<file path="src/common/lead_off_pkg.sv">
package lead_off_pkg;

	// Bus geometry and the word size that the slave accepts.
	localparam int unsigned DATA_W = 32;
	localparam int unsigned CTRL_W = 24;
	localparam logic [2:0] HSIZE_WORD = 3'h2;
	localparam logic [1:0] HRESP_OKAY = 2'h0;

	// Byte addresses of the registers, each one aligned word.
	localparam logic [7:0] ADDR_LEAD_OFF_CONTROL = 8'h08;
	localparam logic [7:0] ADDR_CAL_CONTROL = 8'h0C;
	localparam logic [7:0] ADDR_DETECT_STATUS = 8'h10;

	// Reset values.
	localparam logic [23:0] LEAD_OFF_CONTROL_RESET = 24'h000000;
	localparam logic CAL_CONTROL_RESET = 1'h0;

	// Writable bits of the lead-off control word; reserved bits stay zero.
	localparam logic [23:0] LEAD_OFF_CONTROL_MASK = 24'hE7919F;

	// Field positions of the lead-off control word.
	localparam int unsigned LEFT_ARM_PHASE_BIT = 23;
	localparam int unsigned LEFT_LEG_PHASE_BIT = 22;
	localparam int unsigned RIGHT_ARM_PHASE_BIT = 21;
	localparam int unsigned COMMON_PHASE_BIT = 18;
	localparam int unsigned LEFT_ARM_AC_EN_BIT = 17;
	localparam int unsigned LEFT_LEG_AC_EN_BIT = 16;
	localparam int unsigned RIGHT_ARM_AC_EN_BIT = 15;
	localparam int unsigned COMMON_AC_EN_BIT = 12;
	localparam int unsigned AC_LEVEL_HI = 8;
	localparam int unsigned AC_LEVEL_LO = 7;
	localparam int unsigned DC_LEVEL_HI = 4;
	localparam int unsigned DC_LEVEL_LO = 2;
	localparam int unsigned AC_METHOD_BIT = 1;
	localparam int unsigned MASTER_EN_BIT = 0;

	// Calibration control word and detect status word layouts.
	localparam int unsigned CAL_DAC_EN_BIT = 0;
	localparam int unsigned STATUS_DC_DETECT_BIT = 4;

	// Excitation current scales: dc in nA, ac in tenths of nA rms.
	localparam logic [6:0] DC_STEP_NA = 7'h0A;
	localparam logic [9:0] AC_BASE_TENTH_NA = 10'h07D;

	// AHB transfer phase tracking.
	typedef enum logic [1:0] {
		PHASE_IDLE,
		PHASE_WRITE,
		PHASE_READ
	} bus_phase_t;

endpackage : lead_off_pkg

</file>
<file path="src/hdl/lead_off_detect_control.sv">
`timescale 1ns/1ps
// How it works
// - Bits 23, 22 and 21 set the ac excitation phase of LA, LL and RA, one meaning inverted.
// - Bit 18 sets the ac excitation phase of CE, one meaning inverted by 180 degrees.
// - The ac enable of LA, LL and RA is its own bit (17, 16, 15) ORed with the ac select bit.
// - CE ac detection is enabled by bit 12 alone and the ac select bit never reaches it.
// - Field [8:7] picks the ac current: 12.5, 25, 50 or 100 nA rms.
// - Field [4:2] picks the dc current in 10 nA steps and acts only while ac select is zero.
// - With detection on, bit 1 clear means dc detection, bit 1 set means ac on all but CE.
// - The ac select bit counts for nothing while the master enable is zero.
// - While the calibration DAC is on, every ac enable is forced off.
// - Bit 0 is the master detection enable, zero after reset.
module lead_off_detect_control
	import lead_off_pkg::*;
(
	input wire logic clk_sys,
	input wire logic rst_n,
	input wire logic hsel,
	input wire logic [7:0] haddr,
	input wire logic [1:0] htrans,
	input wire logic hwrite,
	input wire logic [2:0] hsize,
	input wire logic [31:0] hwdata,
	input wire logic hready,
	output logic hreadyout,
	output logic [1:0] hresp,
	output logic [31:0] hrdata,
	output logic leftArmAcEn,
	output logic leftLegAcEn,
	output logic rightArmAcEn,
	output logic commonAcEn,
	output logic leftArmPhaseInvert,
	output logic leftLegPhaseInvert,
	output logic rightArmPhaseInvert,
	output logic commonPhaseInvert,
	output logic dcDetectEn,
	output logic [2:0] dcExciteLevel,
	output logic [6:0] dcExciteNa,
	output logic [1:0] acExciteLevel,
	output logic [9:0] acExciteTenthNa,
	output logic calDacEn
);

	// Dc current in nA grows linearly with the code.
	function automatic logic [6:0] dc_current_na(input logic [2:0] code);
		logic [9:0] prod;
		prod = {7'h00, code} * {3'h0, DC_STEP_NA};
		return prod[6:0];
	endfunction : dc_current_na

	// Ac current doubles with each code step from 12.5 nA rms.
	function automatic logic [9:0] ac_current_tenth_na(input logic [1:0] code);
		return AC_BASE_TENTH_NA << code;
	endfunction : ac_current_tenth_na

	logic [23:0] leadOffControl_q;
	logic [23:0] leadOffControl_d;
	logic calControl_q;
	logic calControl_d;
	bus_phase_t phase_q;
	logic [7:0] addr_q;
	logic accessStart;
	logic wordAccess;
	logic writeCtrl;
	logic writeCal;

	logic masterEn;
	logic acMethod;
	logic acPath;
	logic laAcNext;
	logic llAcNext;
	logic raAcNext;
	logic ceAcNext;
	logic dcNext;
	logic anyAcNext;

	// An address phase is taken only when the previous transfer has finished.
	assign accessStart = hsel && htrans[1] && hready;
	assign wordAccess = (hsize == HSIZE_WORD);

	// Address phase capture; non-word sizes fall through as idle and are answered OKAY.
	always_ff @(posedge clk_sys or negedge rst_n) begin
		if (!rst_n) begin
			phase_q <= PHASE_IDLE;
			addr_q <= 8'h00;
		end else if (hready) begin
			if (accessStart && wordAccess) begin
				phase_q <= hwrite ? PHASE_WRITE : PHASE_READ;
				addr_q <= haddr;
			end else begin
				phase_q <= PHASE_IDLE;
			end
		end
	end

	// Write data arrives in the data phase; unmapped addresses are simply dropped.
	assign writeCtrl = (phase_q == PHASE_WRITE) && (addr_q == ADDR_LEAD_OFF_CONTROL);
	assign writeCal = (phase_q == PHASE_WRITE) && (addr_q == ADDR_CAL_CONTROL);

	// Reserved bits are masked so they can never hold a one.
	always_comb begin
		leadOffControl_d = leadOffControl_q;
		if (writeCtrl) begin
			leadOffControl_d = hwdata[23:0] & LEAD_OFF_CONTROL_MASK;
		end
	end

	always_comb begin
		calControl_d = calControl_q;
		if (writeCal) begin
			calControl_d = hwdata[CAL_DAC_EN_BIT];
		end
	end

	// Control word storage; master enable clears with the rest at reset.
	always_ff @(posedge clk_sys or negedge rst_n) begin
		if (!rst_n) begin
			leadOffControl_q <= LEAD_OFF_CONTROL_RESET;
		end else begin
			leadOffControl_q <= leadOffControl_d;
		end
	end

	always_ff @(posedge clk_sys or negedge rst_n) begin
		if (!rst_n) begin
			calControl_q <= CAL_CONTROL_RESET;
		end else begin
			calControl_q <= calControl_d;
		end
	end

	// Read data of both control words is sampled from the next-state values so a read right after a
	// write already sees the new word, without adding a wait state.
	always_ff @(posedge clk_sys or negedge rst_n) begin
		if (!rst_n) begin
			hrdata <= 32'h00000000;
		end else if (hready && accessStart && wordAccess && !hwrite) begin
			case (haddr)
				ADDR_LEAD_OFF_CONTROL: hrdata <= {8'h00, leadOffControl_d};
				ADDR_CAL_CONTROL: hrdata <= {31'h00000000, calControl_d};
				ADDR_DETECT_STATUS: hrdata <= {27'h0000000, dcDetectEn, commonAcEn,
					rightArmAcEn, leftLegAcEn, leftArmAcEn};
				default: hrdata <= 32'h00000000;
			endcase
		end else begin
			hrdata <= 32'h00000000;
		end
	end

	// The slave never stalls and always answers OKAY.
	always_ff @(posedge clk_sys or negedge rst_n) begin
		if (!rst_n) begin
			hreadyout <= 1'b1;
			hresp <= HRESP_OKAY;
		end else begin
			hreadyout <= 1'b1;
			hresp <= HRESP_OKAY;
		end
	end

	// Effective detection state. The ac select only counts with the master on.
	assign masterEn = leadOffControl_q[MASTER_EN_BIT];
	assign acMethod = masterEn && leadOffControl_q[AC_METHOD_BIT];
	// Calibration DAC and master enable gate the whole ac path.
	assign acPath = masterEn && !calControl_q;
	assign laAcNext = acPath && (leadOffControl_q[LEFT_ARM_AC_EN_BIT] || acMethod);
	assign llAcNext = acPath && (leadOffControl_q[LEFT_LEG_AC_EN_BIT] || acMethod);
	assign raAcNext = acPath && (leadOffControl_q[RIGHT_ARM_AC_EN_BIT] || acMethod);
	assign ceAcNext = acPath && leadOffControl_q[COMMON_AC_EN_BIT];
	// Dc detection runs while enabled and not switched over to ac.
	assign dcNext = masterEn && !leadOffControl_q[AC_METHOD_BIT];
	assign anyAcNext = laAcNext || llAcNext || raAcNext || ceAcNext;

	// Per-electrode ac enables to the analog front end.
	always_ff @(posedge clk_sys or negedge rst_n) begin
		if (!rst_n) begin
			leftArmAcEn <= 1'b0;
			leftLegAcEn <= 1'b0;
			rightArmAcEn <= 1'b0;
			commonAcEn <= 1'b0;
		end else begin
			leftArmAcEn <= laAcNext;
			leftLegAcEn <= llAcNext;
			rightArmAcEn <= raAcNext;
			commonAcEn <= ceAcNext;
		end
	end

	// Phase bits pass straight through; they matter only while ac drive is on.
	always_ff @(posedge clk_sys or negedge rst_n) begin
		if (!rst_n) begin
			leftArmPhaseInvert <= 1'b0;
			leftLegPhaseInvert <= 1'b0;
			rightArmPhaseInvert <= 1'b0;
			commonPhaseInvert <= 1'b0;
		end else begin
			leftArmPhaseInvert <= leadOffControl_q[LEFT_ARM_PHASE_BIT];
			leftLegPhaseInvert <= leadOffControl_q[LEFT_LEG_PHASE_BIT];
			rightArmPhaseInvert <= leadOffControl_q[RIGHT_ARM_PHASE_BIT];
			commonPhaseInvert <= leadOffControl_q[COMMON_PHASE_BIT];
		end
	end

	// Dc current reaches the pins only while dc detection is live; a zero level
	// keeps the excitation source quiet instead of relying on a separate gate.
	always_ff @(posedge clk_sys or negedge rst_n) begin
		if (!rst_n) begin
			dcDetectEn <= 1'b0;
			dcExciteLevel <= 3'h0;
			dcExciteNa <= 7'h00;
		end else begin
			dcDetectEn <= dcNext;
			if (dcNext) begin
				dcExciteLevel <= leadOffControl_q[DC_LEVEL_HI:DC_LEVEL_LO];
				dcExciteNa <= dc_current_na(leadOffControl_q[DC_LEVEL_HI:DC_LEVEL_LO]);
			end else begin
				dcExciteLevel <= 3'h0;
				dcExciteNa <= 7'h00;
			end
		end
	end

	// Ac current in tenths of nA is reported only while some electrode has ac drive; the level code always follows its field.
	always_ff @(posedge clk_sys or negedge rst_n) begin
		if (!rst_n) begin
			acExciteLevel <= 2'h0;
			acExciteTenthNa <= 10'h000;
			calDacEn <= 1'b0;
		end else begin
			acExciteLevel <= leadOffControl_q[AC_LEVEL_HI:AC_LEVEL_LO];
			if (anyAcNext) begin
				acExciteTenthNa <= ac_current_tenth_na(leadOffControl_q[AC_LEVEL_HI:AC_LEVEL_LO]);
			end else begin
				acExciteTenthNa <= 10'h000;
			end
			calDacEn <= calControl_q;
		end
	end
endmodule : lead_off_detect_control

</file>
<file path="config.mk">
export PLATFORM = sky130hd
export DESIGN_NAME = lead_off_detect_control
export DESIGN_NICKNAME = d
export VERILOG_FILES = /design/src/common/lead_off_pkg.sv /design/src/hdl/lead_off_detect_control.sv
export SDC_FILE = /design/constraint.sdc
export NUM_CORES = 1
export LEC_CHECK = 0
export BUFFER_PORTS_ARGS = -buffer_cell sky130_fd_sc_hd__buf_2
export CAP_MARGIN = 5
export CORE_MARGIN = 1.5
export CORE_UTILIZATION = 30
export CTS_BUF_LIST = sky130_fd_sc_hd__clkbuf_8
export CTS_CLUSTER_DIAMETER = 120
export DETAILED_ROUTE_END_ITERATION = 10
export GPL_TIMING_DRIVEN = 0
export HOLD_SLACK_MARGIN = 0.02
export PLACE_DENSITY_LB_ADDON = 0.12
export SYNTH_ARGS = -nofsm -noshare
export SYNTH_HDL_FRONTEND = slang
export SYNTH_SLANG_ARGS = --single-unit
export TNS_END_PERCENT = 1
</file>
<file path="constraint.sdc">
create_clock -name clk_sys -period 5 [get_ports clk_sys]
set_input_delay 0.5 -clock clk_sys [delete_from_list [all_inputs] [get_ports clk_sys]]
set_output_delay 0.5 -clock clk_sys [all_outputs]
set_load 0.01 [all_outputs]
</file>
==> results of run 1 <==
per-layer routing:
| metal | vias to the layer above | part of all wire, % | global-route usage (%) |
|---|---|---|---|
| met4 | 0 | 1.9 | 5.71 |
| met1 | 974 | 47 | 16.5 |
| li1 | 981 | - | - |
| met3 | 10 | 6.0 | 3.22 |
| met2 | 75 | 45 | 18.7 |
| met5 | - | 0 | 0 |
layout make-up:
| cell class | count | area, sq um | share of cell area [%] |
|---|---|---|---|
| plain buffers | 23 | 151 | 3.69 |
| flip-flops and latches | 87 | 2180 | 53.1 |
| clock buffers | 10 | 138 | 3.36 |
| well taps | 136 | 170 | 4.15 |
| clock inverters | 6 | 45.0 | 1.10 |
| inverters | 7 | 26.3 | 0.641 |
| repair buffers | 87 | 460 | 11.2 |
| multi-input cells | 130 | 933 | 22.8 |
cells in the final DEF, fill, tap and decap left out, drive strengths merged:
| cell | instances |
|---|---|
| buf | 104 |
| dfrtp | 87 |
| mux2 | 23 |
| and3 | 20 |
| and2 | 17 |
| clkbuf | 16 |
| conb | 12 |
| nor2 | 10 |
| nand2 | 9 |
| a21oi | 8 |
| inv | 8 |
| nor3 | 4 |
| nor2b | 3 |
| nand3 | 3 |
| ha | 3 |
| clkinvlp | 3 |
| nor4 | 3 |
| nand4 | 2 |
| a21o | 2 |
| nor4b | 2 |
| nand4b | 2 |
| clkinv | 2 |
| nand2b | 1 |
| nor4bb | 1 |
| nor3b | 1 |
| o211ai | 1 |
| o21ai | 1 |
| a31oi | 1 |
| a22o | 1 |
cells in the mapped netlist:
| master | n | area [sq um] |
|---|---|---|
| a22o_1 | 1 | 8.76 |
| conb_1 | 2 | 7.51 |
| a21o_2 | 1 | 8.76 |
| and2_2 | 1 | 7.51 |
| inv_1 | 7 | 26.3 |
| nor4bb_1 | 1 | 10.0 |
| nand4b_1 | 1 | 8.76 |
| nand2_1 | 9 | 33.8 |
| buf_2 | 1 | 5.00 |
| a21o_1 | 1 | 7.51 |
| o21ai_0 | 1 | 5.00 |
| nor3_1 | 4 | 20.0 |
| mux2_2 | 19 | 214 |
| nor4b_4 | 1 | 23.8 |
| buf_6 | 1 | 11.3 |
| nor4_1 | 2 | 12.5 |
| nor2b_1 | 3 | 18.8 |
| a31oi_1 | 1 | 6.26 |
| mux2_4 | 4 | 60.1 |
| nand3_1 | 3 | 15.0 |
| dfrtp_1 | 87 | 2180 |
| nor3b_1 | 1 | 7.51 |
| nor2_1 | 10 | 37.5 |
| nand4b_4 | 1 | 23.8 |
| and2_1 | 16 | 100 |
| nand2b_1 | 1 | 6.26 |
| o211ai_1 | 1 | 7.51 |
| a21oi_1 | 8 | 40.0 |
| buf_4 | 15 | 113 |
| nor4_4 | 1 | 21.3 |
| and3_1 | 20 | 125 |
| nor4b_1 | 1 | 8.76 |
| clkbuf_1 | 6 | 22.5 |
| ha_1 | 3 | 37.5 |
| nand4_1 | 2 | 12.5 |
flip-flops by register name (all words and copies together), names as in the netlist, 2 cells and up:
signal	count
acExciteLevel	2
acExciteTenthNa	9
addr_q	8
dcExciteLevel	3
dcExciteNa	4
hrdata	24
leadOffControl_q	24
phase_q	2
worst max-delay path, stage by stage, from the launching register on:
cell      delay (ns)
dfrtp_1         0.42
nor4b_4         0.41
nand4b_4        0.25
buf_6           0.23
mux2_4          0.31
and3_1          0.18
metrics by stage:
stage,hold slack [ns],setup WS (ns),utilization [%]
CTS,0.109,3.06,39.4
detailed placement,0.357,2.69,37.6
global route,0.118,2.94,39.4
finish,0.100,3.10,39.4
global placement,0.354,2.63,37.3
floorplan,0.204,3.28,-
report_power, final:
| group | internal, mW | total [mW] | leakage [nW] | switching, mW |
|---|---|---|---|---|
| combinational | 0.0597 | 0.120 | 1.02 | 0.0601 |
| clock | 0.195 | 0.448 | 0.0849 | 0.253 |
| sequential | 0.735 | 0.758 | 1.12 | 0.0226 |
| total | 0.990 | 1.33 | 2.23 | 0.335 |
cells by family (layout without fill, tap and decap cells):
kind of cell / count (synthesis) / after routing / synth area share (%)
other: 2 / 12 / 0.231
DFF: 87 / 87 / 67.0
AOI/OAI and AO/OA: 14 / 14 / 2.58
muxes: 23 / 23 / 8.43
and+or+nand+nor: 78 / 78 / 15.2
adders and majority gates: 3 / 3 / 1.15
buffers and inverters: 30 / 133 / 5.47
worst min path at each step:
stage,cells after the start,endpoint,slack [ns],start
after detailed placement,0,leftArmPhaseInvert,0.36,leadOffControl_q[23]
after CTS,1,dcExciteNa[6],0.11,rst_n
after global routing,1,acExciteTenthNa[8],0.12,rst_n
final,1,dcExciteNa[6],0.10,rst_n
after floorplan,0,acExciteLevel[0],0.20,rst_n
after global placement,0,leftLegPhaseInvert,0.35,leadOffControl_q[22]
==> impl_metrics.ini, run 1 <==
[timing]
min_period_ns = 1.90
rsz0062_at_grt = false
setup_viol = 0
slew_headroom_pct = 66.3
drv_slew = 0
timing.fmax_mhz = 528
clock_skew_ns = 0.00769
fin_crit_sh_pct = 37.9
setup-tns-final_ns = 0
hold_violations = 0
tightest_slew_ns = 0.504

[worst_hold_path]
hp-class = in2async

[clocking]
cts_root_buffer = clkbuf_8
cts_buffer_depth = 2
htree_levels = 3
hold_buffers = 0
path_clk_slew_ns = 0.09
cts_sinks = 87
clock_latency_ns = 0.36
postCtsSetupBuffers = 0
post_cts_resized = 0
tritoncts = built
cts_inserted_buffers = 9

[floorplanning]
die_y_microns = 107
row_count = 37
die_x_microns = 107
coreArea_sq_um = 10400
ios = 117
start_util_pct = 31.2
die_area_sq_um = 11500

[cells_and_area]
nets = 398
fillCellCount = 1038
n_antenna_cell = 0
fin_area_sq_um = 4100
area_growth_pct = 26.2
stdcell_count = 486
drive_gt1_share_pct = 42.3

[place]
gp_congestion = 0.720
hpwl_microns = 4790
port_buffers = 86
dpl.cell_count = 470
dpl-instance-area_sq_um = 3920

[yosys]
ys_ff_latch = 87
syn_avg_cell_area_sq_um = 13.7
synth_cell_types = 35
netlist_instances = 237
synth_warnings = 0
syn_area_sq_um = 3250
seq_area_frac_synth_pct = 67.0

[run]
drv_cap = 0

[global_routing]
grt_max_degree = 52
grt_usage_pct = 12.4
antenna_found_initial = 0
grt_pass1_wl_microns = 10500
grt_pass1_vias = 2073
grt_overflow = 0

[worst_setup_path]
crit-reg2reg-launch = phase_q[1]
crit_path_start_kind = register
path_max_fanout = 10
crit_path_end_kind = register
r2r_slack_ns = 3.10
cp.arrival_ns = 2.15
timing.rr.end = hrdata[18]
cp.required_ns = 5.25
cp-endpoint = hrdata[18]
worstSetupPathType = reg2reg
startpoint = phase_q[1]
rr_worst_depth = 5

[power_and_ir_drop]
power_mw = 1.33
irDropWorstVdd_uv = 143
leakage_nw = 2.23
power_density_nw_per_um2 = 323

[drt]
via_per_inst = 4.20
routedWlPerCell_microns = 13.6
drc = 0
ant_nets = 0
vias = 2040
dr.pass1.iters = 4
wl_microns = 6630
drt_iter0_drc = 38

[outcome]
outcome = finished clean
No activity file was read; power rests on OpenSTA's default activity.
==> inputs of run 2 (changes only) <==
clock period = 2 ns   (was 5 ns; I/O delays follow)
==> impl_metrics.ini, run 2 (synthesized netlist as in run 1, its figures left out) <==
[cells_and_area]
final_common_cell = dfrtp_1
drive_gt1_share_pct = 43.0
fin_area_sq_um = 4150
stdcell_count = 492
n_antenna_cell = 0
final_core_utilization_pct = 39.8
nets = 404
area_growth_pct = 27.6
fillCellCount = 1032
final_cell_mix = dfrtp_1, buf_2, buf_4
largestRegisters = hrdata: 24 flops, leadOffControl_q: 24 flops, acExciteTenthNa: 9 flops

[place]
gp_congestion = 0.720
dpl-instance-area_sq_um = 3920
hpwl_microns = 4790
dpl.cell_count = 470
port_buffers = 86

[global_routing]
antenna_found_initial = 0
grt_usage_pct = 12.4
grt_max_degree = 52
grt_pass1_vias = 2076
grt_overflow = 0
grt_pass1_wl_microns = 10500

[floorplanning]
die_area_sq_um = 11500
ios = 117
die_x_microns = 107
coreArea_sq_um = 10400
die_y_microns = 107
start_util_pct = 31.2
row_count = 37

[power_and_ir_drop]
power_density_nw_per_um2 = 804
irDropWorstVdd_uv = 359
power_mw = 3.33
leakage_nw = 2.26

[drt]
ant_nets = 0
routedWlPerCell_microns = 13.5
drt_iter0_drc = 42
via_per_inst = 4.21
wl_microns = 6660
dr.pass1.iters = 4
drc = 0
vias = 2069

[timing]
setup_viol = 0
tightest_slew_ns = 0.504
hold_violations = 0
drv_slew = 0
rsz0062_at_grt = false
clock_skew_ns = 0.00782
min_period_ns = 1.79
timing.fmax_mhz = 559
fin_crit_sh_pct = 89.4
slew_headroom_pct = 66.3

[clocking]
cts_inserted_buffers = 9
cts_root_buffer = clkbuf_8
post_cts_resized = 0
cts_sinks = 87
clock_latency_ns = 0.36
htree_levels = 3
tritoncts = built
cts_buffer_depth = 2
path_clk_slew_ns = 0.09

[worst_setup_path]
crit_path_end_kind = register
cp.arrival_ns = 2.05
worstSetupPathType = reg2reg
cp.required_ns = 2.26
crit_path_start_kind = register
r2r_slack_ns = 0.21
path_max_fanout = 10

[run]
drv_cap = 0

[outcome]
outcome = finished clean

[worst_hold_path]
hp-class = in2reg
run 2: changes by cell type in the layout (fill, tap and decap cells not counted), sizes merged:
cell / change
buf: +5
dlygate4sd3: +1
run 2: critical path, stage by stage, from the launching register on:
cell and delay, ns:
dfrtp_1 0.41, nor4b_4 0.39, nand4b_4 0.19, buf_6 0.20, mux2_4 0.31, and3_1 0.18
run 2: path summary, 6_finish.rpt:
check / start / to / depth (start not counted)
worst max-delay path: addr_q[0] / hrdata[18] / 5
worst min-delay path: hwrite / phase_q[0] / 2
worst max register to register: addr_q[0] / hrdata[18] / 5
worst min register to register: leadOffControl_q[23] / leftArmPhaseInvert / 0
max in group asynchronous: rst_n / phase_q[1] / 3
min in group asynchronous: rst_n / dcExciteNa[6] / 2
run 2: per-stage QoR:
step                worst slack (ns)  hold WS, ns  setup TNS, ns
floorplan                      0.280      -0.0956              0
global placement             -0.0732        0.354          -5.79
global route                  0.0632       0.0705              0
CTS                           0.0556       0.0607              0
finish                         0.212       0.0759              0
detailed placement          -0.00850        0.198        -0.0189
run 2: repair_timing:
item,in CTS,in global routing
setup endpoints to repair,0,15
buffers inserted,0,5
hold endpoints to repair,36,0
hold buffers,1,0
run 2: routing by layer:
metal | routed length (microns) | global-route usage (%) | vias up
li1 | - | - | 993
met3 | 393 | 3.22 | 11
met5 | 0 | 0 | -
met2 | 2980 | 18.7 | 75
met4 | 130 | 5.71 | 0
met1 | 3160 | 16.5 | 990
run 2: where the power goes:
group	internal, mW	total (mW)	leakage [nW]	switching [mW]
Sequential	1.84	1.90	1.12	0.0574
Clock	0.489	1.12	0.0849	0.634
Combinational	0.162	0.316	1.05	0.154
run 2: area by class of cell:
class	count	area (sq um)	area share [%]
plain buffers	23	151	3.65
clock buffers	10	138	3.32
clock inverters	6	45.0	1.09
multi-input cells	130	933	22.5
well taps	136	170	4.10
flip-flops and latches	87	2180	52.5
inverters	7	26.3	0.633
repair buffers	93	508	12.2
